## config.mk

```make
export PLATFORM = sky130hd
export DESIGN_NAME = usb_global_event
export DESIGN_NICKNAME = d
export VERILOG_FILES = /design/src/pkg/usb_glob_pkg.sv /design/src/core/bus_idle_timer.sv /design/src/core/usb_global_event.sv
export SDC_FILE = /design/constraint.sdc
export NUM_CORES = 1
export LEC_CHECK = 0
export BUFFER_PORTS_ARGS = -buffer_cell sky130_fd_sc_hd__buf_2
export CORE_ASPECT_RATIO = 1.25
export CORE_MARGIN = 4
export CORE_UTILIZATION = 48
export DETAILED_ROUTE_END_ITERATION = 8
export PLACE_DENSITY_LB_ADDON = 0.05
export SLEW_MARGIN = 20
export SYNTH_ARGS = -nofsm -noshare
export SYNTH_HDL_FRONTEND = slang
export SYNTH_SLANG_ARGS = --single-unit
```

## constraint.sdc

```tcl
create_clock -name clk_i -period 1.9 [get_ports clk_i]
set_input_delay 0.38 -clock clk_i [delete_from_list [all_inputs] [get_ports clk_i]]
set_output_delay 0.38 -clock clk_i [all_outputs]
set_load 0.005 [all_outputs]
```

## src/pkg/usb_glob_pkg.sv

```systemverilog
// constants and carrier types for the usb global event and address block
package usb_glob_pkg;

    // ------------------------------------------------------------
    // register bus geometry
    // ------------------------------------------------------------
    localparam int ADR_W = 12;
    localparam int DAT_W = 32;

    // register indices; the byte address is four times the index
    localparam logic [7:0] IDX_EVENT_FLAGS = 8'hBD;
    localparam logic [7:0] IDX_EVENT_ENABLES = 8'hBE;
    localparam logic [7:0] IDX_EVENT_CLEAR = 8'hBF;
    localparam logic [7:0] IDX_FUNC_ADDRESS = 8'hC6;

    // ------------------------------------------------------------
    // field positions
    // ------------------------------------------------------------
    localparam int BIT_WAKE = 5;
    localparam int BIT_RESET_END = 4;
    localparam int BIT_FRAME_START = 3;
    localparam int BIT_SUSPEND = 0;
    localparam int BIT_FUNC_ENABLE = 7;
    localparam logic [7:0] EVENT_MASK = 8'h39;
    localparam logic [7:0] ADDRESS_MASK = 8'h7F;

    // ------------------------------------------------------------
    // values after reset
    // ------------------------------------------------------------
    localparam logic [7:0] FLAGS_RESET = 8'h00;
    localparam logic [7:0] ENABLES_RESET = 8'h10;
    localparam logic [7:0] ADDRESS_RESET = 8'h80;

    // ------------------------------------------------------------
    // timing: idle bus for three frames before suspend
    // ------------------------------------------------------------
    localparam int CLK_FREQ_KHZ = 50000;
    localparam int SUSPEND_IDLE_US = 3000;
    localparam int SUSPEND_CYCLES = (SUSPEND_IDLE_US * CLK_FREQ_KHZ + 999)
                                    / 1000;
    localparam int TIMER_W = 18;

    // ------------------------------------------------------------
    // carrier types
    // ------------------------------------------------------------
    // levels and pulses from the bus-event detector
    typedef struct packed {
        logic suspended;       // controller is in suspend state
        logic line_nonidle;    // non-idle signal seen on the line
        logic upstream_resume; // resume driven by this device
        logic bus_reset;       // reset condition present on the bus
        logic reset_end;       // end of bus reset detected, pulse
        logic sof_pid;         // start of frame pid detected, pulse
        logic idle_j;          // bus idle in j state
    } bus_events_type;

    // function address register contents
    typedef struct packed {
        logic function_enable;
        logic [6:0] device_address_field;
    } func_address_type;

    // idle timer states, gray coded along the usual path
    typedef enum logic [1:0] {
        IDLE_WAIT = 2'b00,
        IDLE_COUNT = 2'b01,
        IDLE_DONE = 2'b11
    } idle_state_type;

endpackage

```

## src/core/bus_idle_timer.sv

```systemverilog
// timer that reports a suspend after a long idle bus
`timescale 1ns/1ps
module bus_idle_timer #(
    parameter int IDLE_CYCLES = usb_glob_pkg::SUSPEND_CYCLES
) (
    input wire logic clk_i,  // system clock
    input wire logic rst_i,  // synchronous reset, high
    input wire logic idle_i, // bus idle in j state
    output logic done_o      // one pulse when idle lasted long enough
);

    usb_glob_pkg::idle_state_type state;
    logic [usb_glob_pkg::TIMER_W-1:0] count;
    logic last_tick;

    assign last_tick = (count == usb_glob_pkg::TIMER_W'(IDLE_CYCLES - 1));

    // ------------------------------------------------------------
    // state and counter
    // ------------------------------------------------------------
    // any non-idle cycle restarts the count from zero
    always_ff @(posedge clk_i) begin
        if (rst_i || !idle_i) begin
            state <= usb_glob_pkg::IDLE_WAIT;
            count <= '0;
        end else begin
            unique case (state)
                usb_glob_pkg::IDLE_WAIT: begin
                    state <= usb_glob_pkg::IDLE_COUNT;
                    count <= usb_glob_pkg::TIMER_W'(1);
                end
                usb_glob_pkg::IDLE_COUNT: begin
                    if (last_tick) begin
                        state <= usb_glob_pkg::IDLE_DONE;
                    end
                    count <= count + usb_glob_pkg::TIMER_W'(1);
                end
                usb_glob_pkg::IDLE_DONE: begin
                    state <= usb_glob_pkg::IDLE_DONE;
                end
                default: begin
                    state <= usb_glob_pkg::IDLE_WAIT;
                end
            endcase
        end
    end

    // pulse once on entering the done state
    always_ff @(posedge clk_i) begin
        if (rst_i) begin
            done_o <= 1'b0;
        end else begin
            done_o <= idle_i && last_tick
                      && (state == usb_glob_pkg::IDLE_COUNT);
        end
    end
endmodule // bus_idle_timer

```

## src/core/usb_global_event.sv

```systemverilog
// usb global events, interrupt enables and function address
//
// Design decision made here: register access over Wishbone.
`timescale 1ns/1ps
module usb_global_event #(
    parameter int SUSPEND_CYCLES = usb_glob_pkg::SUSPEND_CYCLES
) (
    input wire logic clk_i,                         // system clock
    input wire logic rst_i,                         // sync reset, high
    input wire logic cyc_i,                         // wishbone cycle
    input wire logic stb_i,                         // wishbone strobe
    input wire logic we_i,                          // wishbone write
    input wire logic [usb_glob_pkg::ADR_W-1:0] adr_i, // byte address
    input wire logic [3:0] sel_i,                   // byte lanes
    input wire logic [usb_glob_pkg::DAT_W-1:0] dat_i, // write data
    output logic [usb_glob_pkg::DAT_W-1:0] dat_o,   // read data
    output logic ack_o,                             // wishbone ack
    input wire usb_glob_pkg::bus_events_type events_i, // bus detector
    output logic usb_irq_o,                         // interrupt, high
    output logic function_enable_o,                 // usb function on
    output logic [6:0] device_address_o             // device address
);

    // ------------------------------------------------------------
    // declarations
    // ------------------------------------------------------------
    logic [7:0] flags;
    logic [7:0] enables;
    usb_glob_pkg::func_address_type func_addr;
    logic [7:0] next_flags;
    logic [7:0] set_bits;
    logic [7:0] clear_bits;
    logic [7:0] read_byte;
    logic regs_reset;
    logic bus_req;
    logic wr_fire;
    logic wr_flags_clear;
    logic wr_enables;
    logic wr_address;
    logic suspend_done;
    logic wake_event;
    logic rd_event_word;

    // ------------------------------------------------------------
    // decode helpers
    // ------------------------------------------------------------
    // true when the byte address selects the word of a register index
    function automatic logic reg_hit(
        input logic [usb_glob_pkg::ADR_W-1:0] adr,
        input logic [7:0] idx
    );
        reg_hit = (adr[usb_glob_pkg::ADR_W-1:10] == '0)
                  && (adr[9:2] == idx);
    endfunction

    // keep only the four implemented event positions
    function automatic logic [7:0] event_bits(input logic [7:0] value);
        event_bits = value & usb_glob_pkg::EVENT_MASK;
    endfunction

    // ------------------------------------------------------------
    // reset sources
    // ------------------------------------------------------------
    // system reset or a bus reset brings the enables, the address and the idle timer back
    assign regs_reset = rst_i || events_i.bus_reset;

    // ------------------------------------------------------------
    // wishbone slave
    // ------------------------------------------------------------
    assign bus_req = cyc_i && stb_i;
    // a write takes effect on the edge where ack is sampled high
    assign wr_fire = bus_req && we_i && ack_o && sel_i[0];
    assign wr_flags_clear = wr_fire
        && reg_hit(adr_i, usb_glob_pkg::IDX_EVENT_CLEAR);
    assign wr_enables = wr_fire
        && reg_hit(adr_i, usb_glob_pkg::IDX_EVENT_ENABLES);
    assign wr_address = wr_fire
        && reg_hit(adr_i, usb_glob_pkg::IDX_FUNC_ADDRESS);

    // ack one cycle after the request, dropped the cycle after
    always_ff @(posedge clk_i) begin
        if (rst_i) begin
            ack_o <= 1'b0;
        end else begin
            ack_o <= bus_req && !ack_o;
        end
    end

    // read mux; unmapped and write-only words read as zero
    always_comb begin
        read_byte = 8'h00;
        if (reg_hit(adr_i, usb_glob_pkg::IDX_EVENT_FLAGS)) begin
            read_byte = event_bits(flags);
        end else if (reg_hit(adr_i, usb_glob_pkg::IDX_EVENT_ENABLES)) begin
            read_byte = event_bits(enables);
        end else if (reg_hit(adr_i, usb_glob_pkg::IDX_FUNC_ADDRESS)) begin
            read_byte = func_addr;
        end
    end

    // the two event words, for the reserved-bit check on reads
    assign rd_event_word = reg_hit(adr_i, usb_glob_pkg::IDX_EVENT_FLAGS)
        || reg_hit(adr_i, usb_glob_pkg::IDX_EVENT_ENABLES);

    // read data captured as the request is taken, valid with ack
    always_ff @(posedge clk_i) begin
        if (rst_i) begin
            dat_o <= '0;
        end else if (bus_req && !ack_o) begin
            dat_o <= {24'h00_0000, read_byte};
        end
    end

    // ------------------------------------------------------------
    // event sources
    // ------------------------------------------------------------
    // wake only from line activity, never from our own resume
    assign wake_event = events_i.suspended && events_i.line_nonidle
                        && !events_i.upstream_resume;

    // idle bus timer for suspend detection
    bus_idle_timer #(
        .IDLE_CYCLES(SUSPEND_CYCLES)
    ) idle_timer (
        .clk_i(clk_i),
        .rst_i(regs_reset),
        .idle_i(events_i.idle_j),
        .done_o(suspend_done)
    );

    // events that set flags this cycle
    always_comb begin
        set_bits = 8'h00;
        set_bits[usb_glob_pkg::BIT_WAKE] = wake_event;
        set_bits[usb_glob_pkg::BIT_RESET_END] = events_i.reset_end;
        set_bits[usb_glob_pkg::BIT_FRAME_START] = events_i.sof_pid;
        set_bits[usb_glob_pkg::BIT_SUSPEND] = suspend_done;
    end

    // software clears by writing ones to the clear word
    assign clear_bits = wr_flags_clear ? event_bits(dat_i[7:0]) : 8'h00;

    // ------------------------------------------------------------
    // event flag register
    // ------------------------------------------------------------
    // set wins over a clear in the same cycle; flags are sticky
    assign next_flags = event_bits((flags & ~clear_bits) | set_bits);

    // a reset-end pulse coincident with bus reset still survives
    always_ff @(posedge clk_i) begin
        if (rst_i) begin
            flags <= usb_glob_pkg::FLAGS_RESET;
        end else if (events_i.bus_reset) begin
            flags <= usb_glob_pkg::FLAGS_RESET | set_bits;
        end else begin
            flags <= next_flags;
        end
    end

    // ------------------------------------------------------------
    // enable register
    // ------------------------------------------------------------
    // only the four enable positions are stored
    always_ff @(posedge clk_i) begin
        if (regs_reset) begin
            enables <= usb_glob_pkg::ENABLES_RESET;
        end else if (wr_enables) begin
            enables <= event_bits(dat_i[7:0]);
        end
    end

    // ------------------------------------------------------------
    // function address register
    // ------------------------------------------------------------
    // function on and address zero after any reset
    always_ff @(posedge clk_i) begin
        if (regs_reset) begin
            func_addr <= usb_glob_pkg::ADDRESS_RESET;
        end else if (wr_address) begin
            func_addr <= dat_i[7:0];
        end
    end

    assign function_enable_o = func_addr.function_enable;
    assign device_address_o = func_addr.device_address_field;

    // ------------------------------------------------------------
    // interrupt output
    // ------------------------------------------------------------
    // level request while any enabled flag is set
    always_ff @(posedge clk_i) begin
        if (rst_i) begin
            usb_irq_o <= 1'b0;
        end else begin
            usb_irq_o <= |(flags & enables);
        end
    end
endmodule // usb_global_event

```

* After elaboration in Yosys (flattened, before gate mapping)
Index checks and enable logic that the tools add are counted.
** Operators by class
- $add $sub $neg :: 1
- Eq/ne operators :: 8
- Reductions and logical operators :: 25
- Bitwise gates (word level) :: 4
- Muxes and demuxes :: 8
** Operator list (count)
- 18-bit case mux with 2 select lines :: 1
- 8-bit equality test, second input constant :: 4
- 8-bit 2-to-1 mux :: 3
- 18-bit by 1-bit adder with 18-bit output, second input constant :: 1
- 18-bit equality test, second input constant :: 1
- 1-bit logical AND :: 16
- 6-bit AND :: 2
- 6-bit 2-to-1 mux :: 2
- 8-bit OR reduction :: 1
- 6-bit NOT :: 1
- 6-bit bitwise OR :: 1
- 2-bit case mux with 3 select lines :: 1
- 2-bit zero test :: 2
- 1-bit zero test :: 3
- 2-bit by 1-bit equality test with 1-bit output, second input constant :: 1
- 2-bit equality test, second input constant :: 1
- 1-bit logical OR :: 2
- 2-bit 2-to-1 mux :: 1
- 2-bit by 1-bit != test with 1-bit output, second input constant :: 1
- 2-bit nonzero test :: 1
** Storage, ports and cells
- Flip-flop bits (word level) :: 49
- Output and inout port bits :: 42
- Logic and storage cells :: 56
- Input port bits :: 60

* Logic depth before layout (Yosys ltp)
- Depth after elaboration :: 10
- Depth in mapped cells :: 6
- Mapped depth without buffers :: 5

* By module
Synthesis repeated with hierarchy kept, for this count alone.
** Second synthesis, totals
- Cells, all modules :: 303
- Area total of the unflattened synthesis :: 2464.9 µm²
** Modules (own cells, without submodules)
- usb_global_event :: instances 1, area each 1407.6 µm², seq. area each 520.5 µm², cells an instance 174
- bus_idle_timer :: instances 1, area each 1057.3 µm², seq. area each 420.4 µm², cells an instance 129

* Least setup slack after synthesis
OpenSTA, ideal clock, no wires.
- Path type :: input to register
- Start point :: input adr_i[5] (netlist bit)
- End point :: register func_addr (netlist bit device_address_o[0])
- Slack :: 0.175 ns
- Data required time :: 1.774 ns
- Path buffers :: 2
- Data arrival time :: 1.599 ns
- Library setup time :: 0.126 ns
- Stages :: 6
- Path through :: or4b_1 > buf_2 > or2_1 > clkbuf_1 > o211ai_1 > o21ai_0
** On the way
- Word-level cells in the longest chain between the ends :: 3
** Ends and longest elaborated chain
- start, declared :: RTL line usb_global_event.sv:13 : input wire logic [usb_glob_pkg::ADR_W-1:0] adr_i,
- 8-bit equality test :: RTL line usb_global_event.sv:53 : && (adr[9:2] == idx);
- 1-bit logical AND :: RTL line usb_global_event.sv:53
- 1-bit logical AND :: RTL line usb_global_event.sv:78 : && reg_hit(adr_i, usb_glob_pkg::IDX_FUNC_ADDRESS);
- end signal, assigned :: RTL line usb_global_event.sv:178 : func_addr <= usb_glob_pkg::ADDRESS_RESET;
- end signal, assigned :: RTL line usb_global_event.sv:180 : func_addr <= dat_i[7:0];
- end, declared :: RTL line usb_global_event.sv:29 : usb_glob_pkg::func_address_type func_addr;
No other way between the ends.
A chain may end at the register's enable or synchronous reset.

* Worst setup path after layout
- Start point :: register idle_timer.count[0] (netlist bit)
- End point :: register idle_timer.count[14] (netlist bit)
** On the way
- Word-level cells in the longest chain between the ends :: 2
** Ends and longest elaborated chain
- start, declared :: RTL line bus_idle_timer.sv:13 : logic [usb_glob_pkg::TIMER_W-1:0] count;
- start signal, assigned :: RTL line bus_idle_timer.sv:30 : count <= usb_glob_pkg::TIMER_W'(1);
- start signal, assigned :: RTL line bus_idle_timer.sv:36 : count <= count + usb_glob_pkg::TIMER_W'(1);
- 18-bit by 1-bit adder with 18-bit output :: RTL line bus_idle_timer.sv:36
- 18-bit case mux with 2 select lines :: RTL line bus_idle_timer.sv:27 : unique case (state)
No other way between the ends.

==> results.py <==
metrics = {
    "die": {
        "die-area_sq_um": 6248,
        "placementRows": 28,
        "io_pins": 102,
        "die_w_microns": 71.51,
        "core_area_sq_um": 4800,
        "start_util_pct": 50.42,
        "die_height_microns": 87.39,
    },
    "layout": {
        "drive_above_1_share_pct": 24.86,
        "fillers": 475,
        "antenna_cells": 0,
        "instances_no_fill": 414,
        "fin_nets": 414,
        "final_area_sq_um": 2840,
        "area_growth_pct": 17.37,
        "final_util_pct": 59.18,
    },
    "critical_path": {
        "critPathLaunchType": "flop",
        "cp.required_ns": 2.15,
        "r2r-start": "idle_timer.count[0]",
        "critPathMaxFanout": 6,
        "critPathKind": "reg2reg",
        "worstRegToRegCells": 5,
        "arrival_ns": 2.01,
        "timing.critical_path.from": "idle_timer.count[0]",
        "cp-end-kind": "flop",
    },
    "sta": {
        "fmax_mhz": 567.8,
        "slew_viol_final": 0,
        "rsz0062_at_grt": "no",
        "setup_tns_ns": 0,
        "setup_viol_count_final": 0,
        "min_period_ns": 1.761,
        "skew_ns": 0.007359,
        "fin_crit_sh_pct": 92.69,
        "finalHoldViolations": 0,
    },
    "clocking": {
        "hold_buffers": 0,
        "cts_setup_buffers": 0,
        "cts_buffers": 5,
        "clock_path_buffers": 2,
        "clkLatencyLatePin_ns": 0.30,
        "cts_root_buf": "clkbuf_8",
        "cts-resized-gates": 0,
        "htreeDepth": 2,
        "clk_pin_slew_ns": 0.09,
        "cts_sinks": 47,
        "cts_tree": "built",
    },
    "yosys": {
        "synth_ff_type": "dfxtp_1",
        "async_flop_share_pct": 0,
        "yosysUniqueCellTypes": 53,
        "yosysWarnings": 0,
        "mappedNetlistArea_sq_um": 2420,
        "synthesis.instances": 291,
        "synth.most_common_cell": "dfxtp_1",
        "ys_ff_latch": 47,
        "ys_top_cells_by_count": "47 x dfxtp_1, 28 x nand2_1, 24 x buf_4",
        "synth_edf_count": 0,
        "avgSynthCellArea_sq_um": 8.316,
        "ys_seq_area_share_pct": 38.88,
        "synth_top_area_cell": "dfxtp_1",
        "synth_area_leaders": "dfxtp_1 39%, buf_4 7.4%, nand3_1 4.8%",
        "synth_top_area_share_pct": 38.88,
    },
    "hold_path": {
        "worstHoldPathType": "in2reg",
        "hold_start": "dat_i[3]",
        "hold_depth": 2,
    },
    "pwr": {
        "power.total_mw": 1.749,
        "power_density_nw_per_um2": 615.7,
        "pwr-share-clk_pct": 34.9,
        "max-vdd-ir-drop_uv": 427.6,
        "seqPwrFrac_pct": 57.5,
        "combPwrFrac_pct": 7.7,
        "power.switching_mw": 0.4380,
        "p_leak_nw": 1.111,
        "swShare_pct": 25.05,
        "intPower_mw": 1.311,
    },
    "place": {
        "placed_area_sq_um": 2740,
        "portBuffers": 48,
        "hpwlAfterDp_microns": 4465,
        "dp.cells": 406,
        "gp_congestion": 0.8929,
    },
    "global_route": {
        "globalRoute.totalOverflow": 0,
        "grt_pass1_vias": 2118,
        "grt_max_degree": 16,
        "track_usage_pct": 19.40,
        "antenna_found_initial": 0,
        "grt_pass1_wl_microns": 9646,
    },
    "detailed_routing": {
        "first_pass_iters": 4,
        "wl_per_cell_microns": 14.03,
        "ant_nets": 0,
        "drc_errors": 0,
        "vias": 2233,
        "drt-total-wl_microns": 5809,
        "via_per_inst": 5.394,
        "drt_iter0_drc": 128,
    },
    "run_status": {
        "status": "completed",
    },
    "flow_run": {
        "maxCapViolCount": 0,
    },
}
sequential cells by signal, summed over array words and instances (netlist names):
signal             cells
device_address_o       7
function_enable_o      1
usb_irq_o              1
enables                4
dat_o                  8
ack_o                  1
idle_timer.done_o      1
flags                  4
idle_timer.state       2
idle_timer.count      18
final timing paths:
check	endpoint	slack [ns]
worst min register to register	flags[0]	0.48
worst max-delay path	idle_timer.count[14]	0.14
worst min-delay path	flags[3]	0.28
worst max register to register	idle_timer.count[14]	0.14
stage by stage:
step	hold slack, ns	worst slack, ns
floorplan	0.4430	0.1754
global placement	0.4589	0.04312
detailed placement	0.4629	0.03226
CTS	0.2723	0.1363
global route	0.2814	0.0002784
finish	0.2781	0.1388
cell usage in the layout, fill, tap and decap left out, types with 5 or more instances in the layout:
cell type / count
a21oi_1: 18
a22o_1: 6
a311oi_1: 7
and3_1: 5
buf_2: 48
buf_4: 19
clkbuf_8: 5
conb_1: 24
dfxtp_1: 47
inv_1: 7
nand2_1: 28
nand3_1: 22
nor2_1: 23
nor3_1: 6
o211ai_1: 6
o21ai_0: 15
xnor2_1: 5
kinds of logic (layout without fill, tap and decap cells):
logic type               after synthesis  after routing  share of synthesized area [%]
multiplexers                           4              4                          1.655
AO/OA/AOI/OAI                         63             63                          16.80
flip-flops                            47             47                          38.88
XOR/XNOR                               6              6                          2.172
buffers and inverters                 42             82                          10.34
adder cells (fa/ha/maj)                1              1                         0.5170
AND/OR/NAND/NOR                      127            127                          29.47
other                                  1             24                         0.1550
power groups by stage:
stage,Clock [mW],Sequential [mW],Combinational (mW)
after floorplan,0,1.03,0.0991
after global placement,0,1.03,0.131
final,0.610,1.01,0.134
after detailed placement,0,1.03,0.132
after CTS,0.618,1.01,0.133
after global routing,0.667,1.01,0.149
cell type report:
| cell class | instances | area (sq um) | share of cell area [%] |
|---|---|---|---|
| multi-input combinational | 225 | 1326 | 46.70 |
| clock inverter | 3 | 20.02 | 0.7048 |
| tap | 60 | 75.07 | 2.643 |
| timing repair buffer | 67 | 382.9 | 13.48 |
| inverter | 7 | 26.28 | 0.9251 |
| clock buffer | 5 | 68.82 | 2.423 |
| sequential | 47 | 940.9 | 33.13 |
worst max-delay path, cell delays in order (launching register included):
cell and delay (ns):
dfxtp_1 0.46, ha_1 0.20, nand3_1 0.13, or3_1 0.41, or3_1 0.36, a21oi_1 0.13
layer usage:
layer  vias up  share of wire (%)  track usage, %
met3        12                5.7           3.349
met1      1035                 40           22.32
met5         -                  0               0
met2        56                 52           34.53
li1       1130                  -               -
met4         0                2.6           9.060
(Power assumes the default switching activity.)
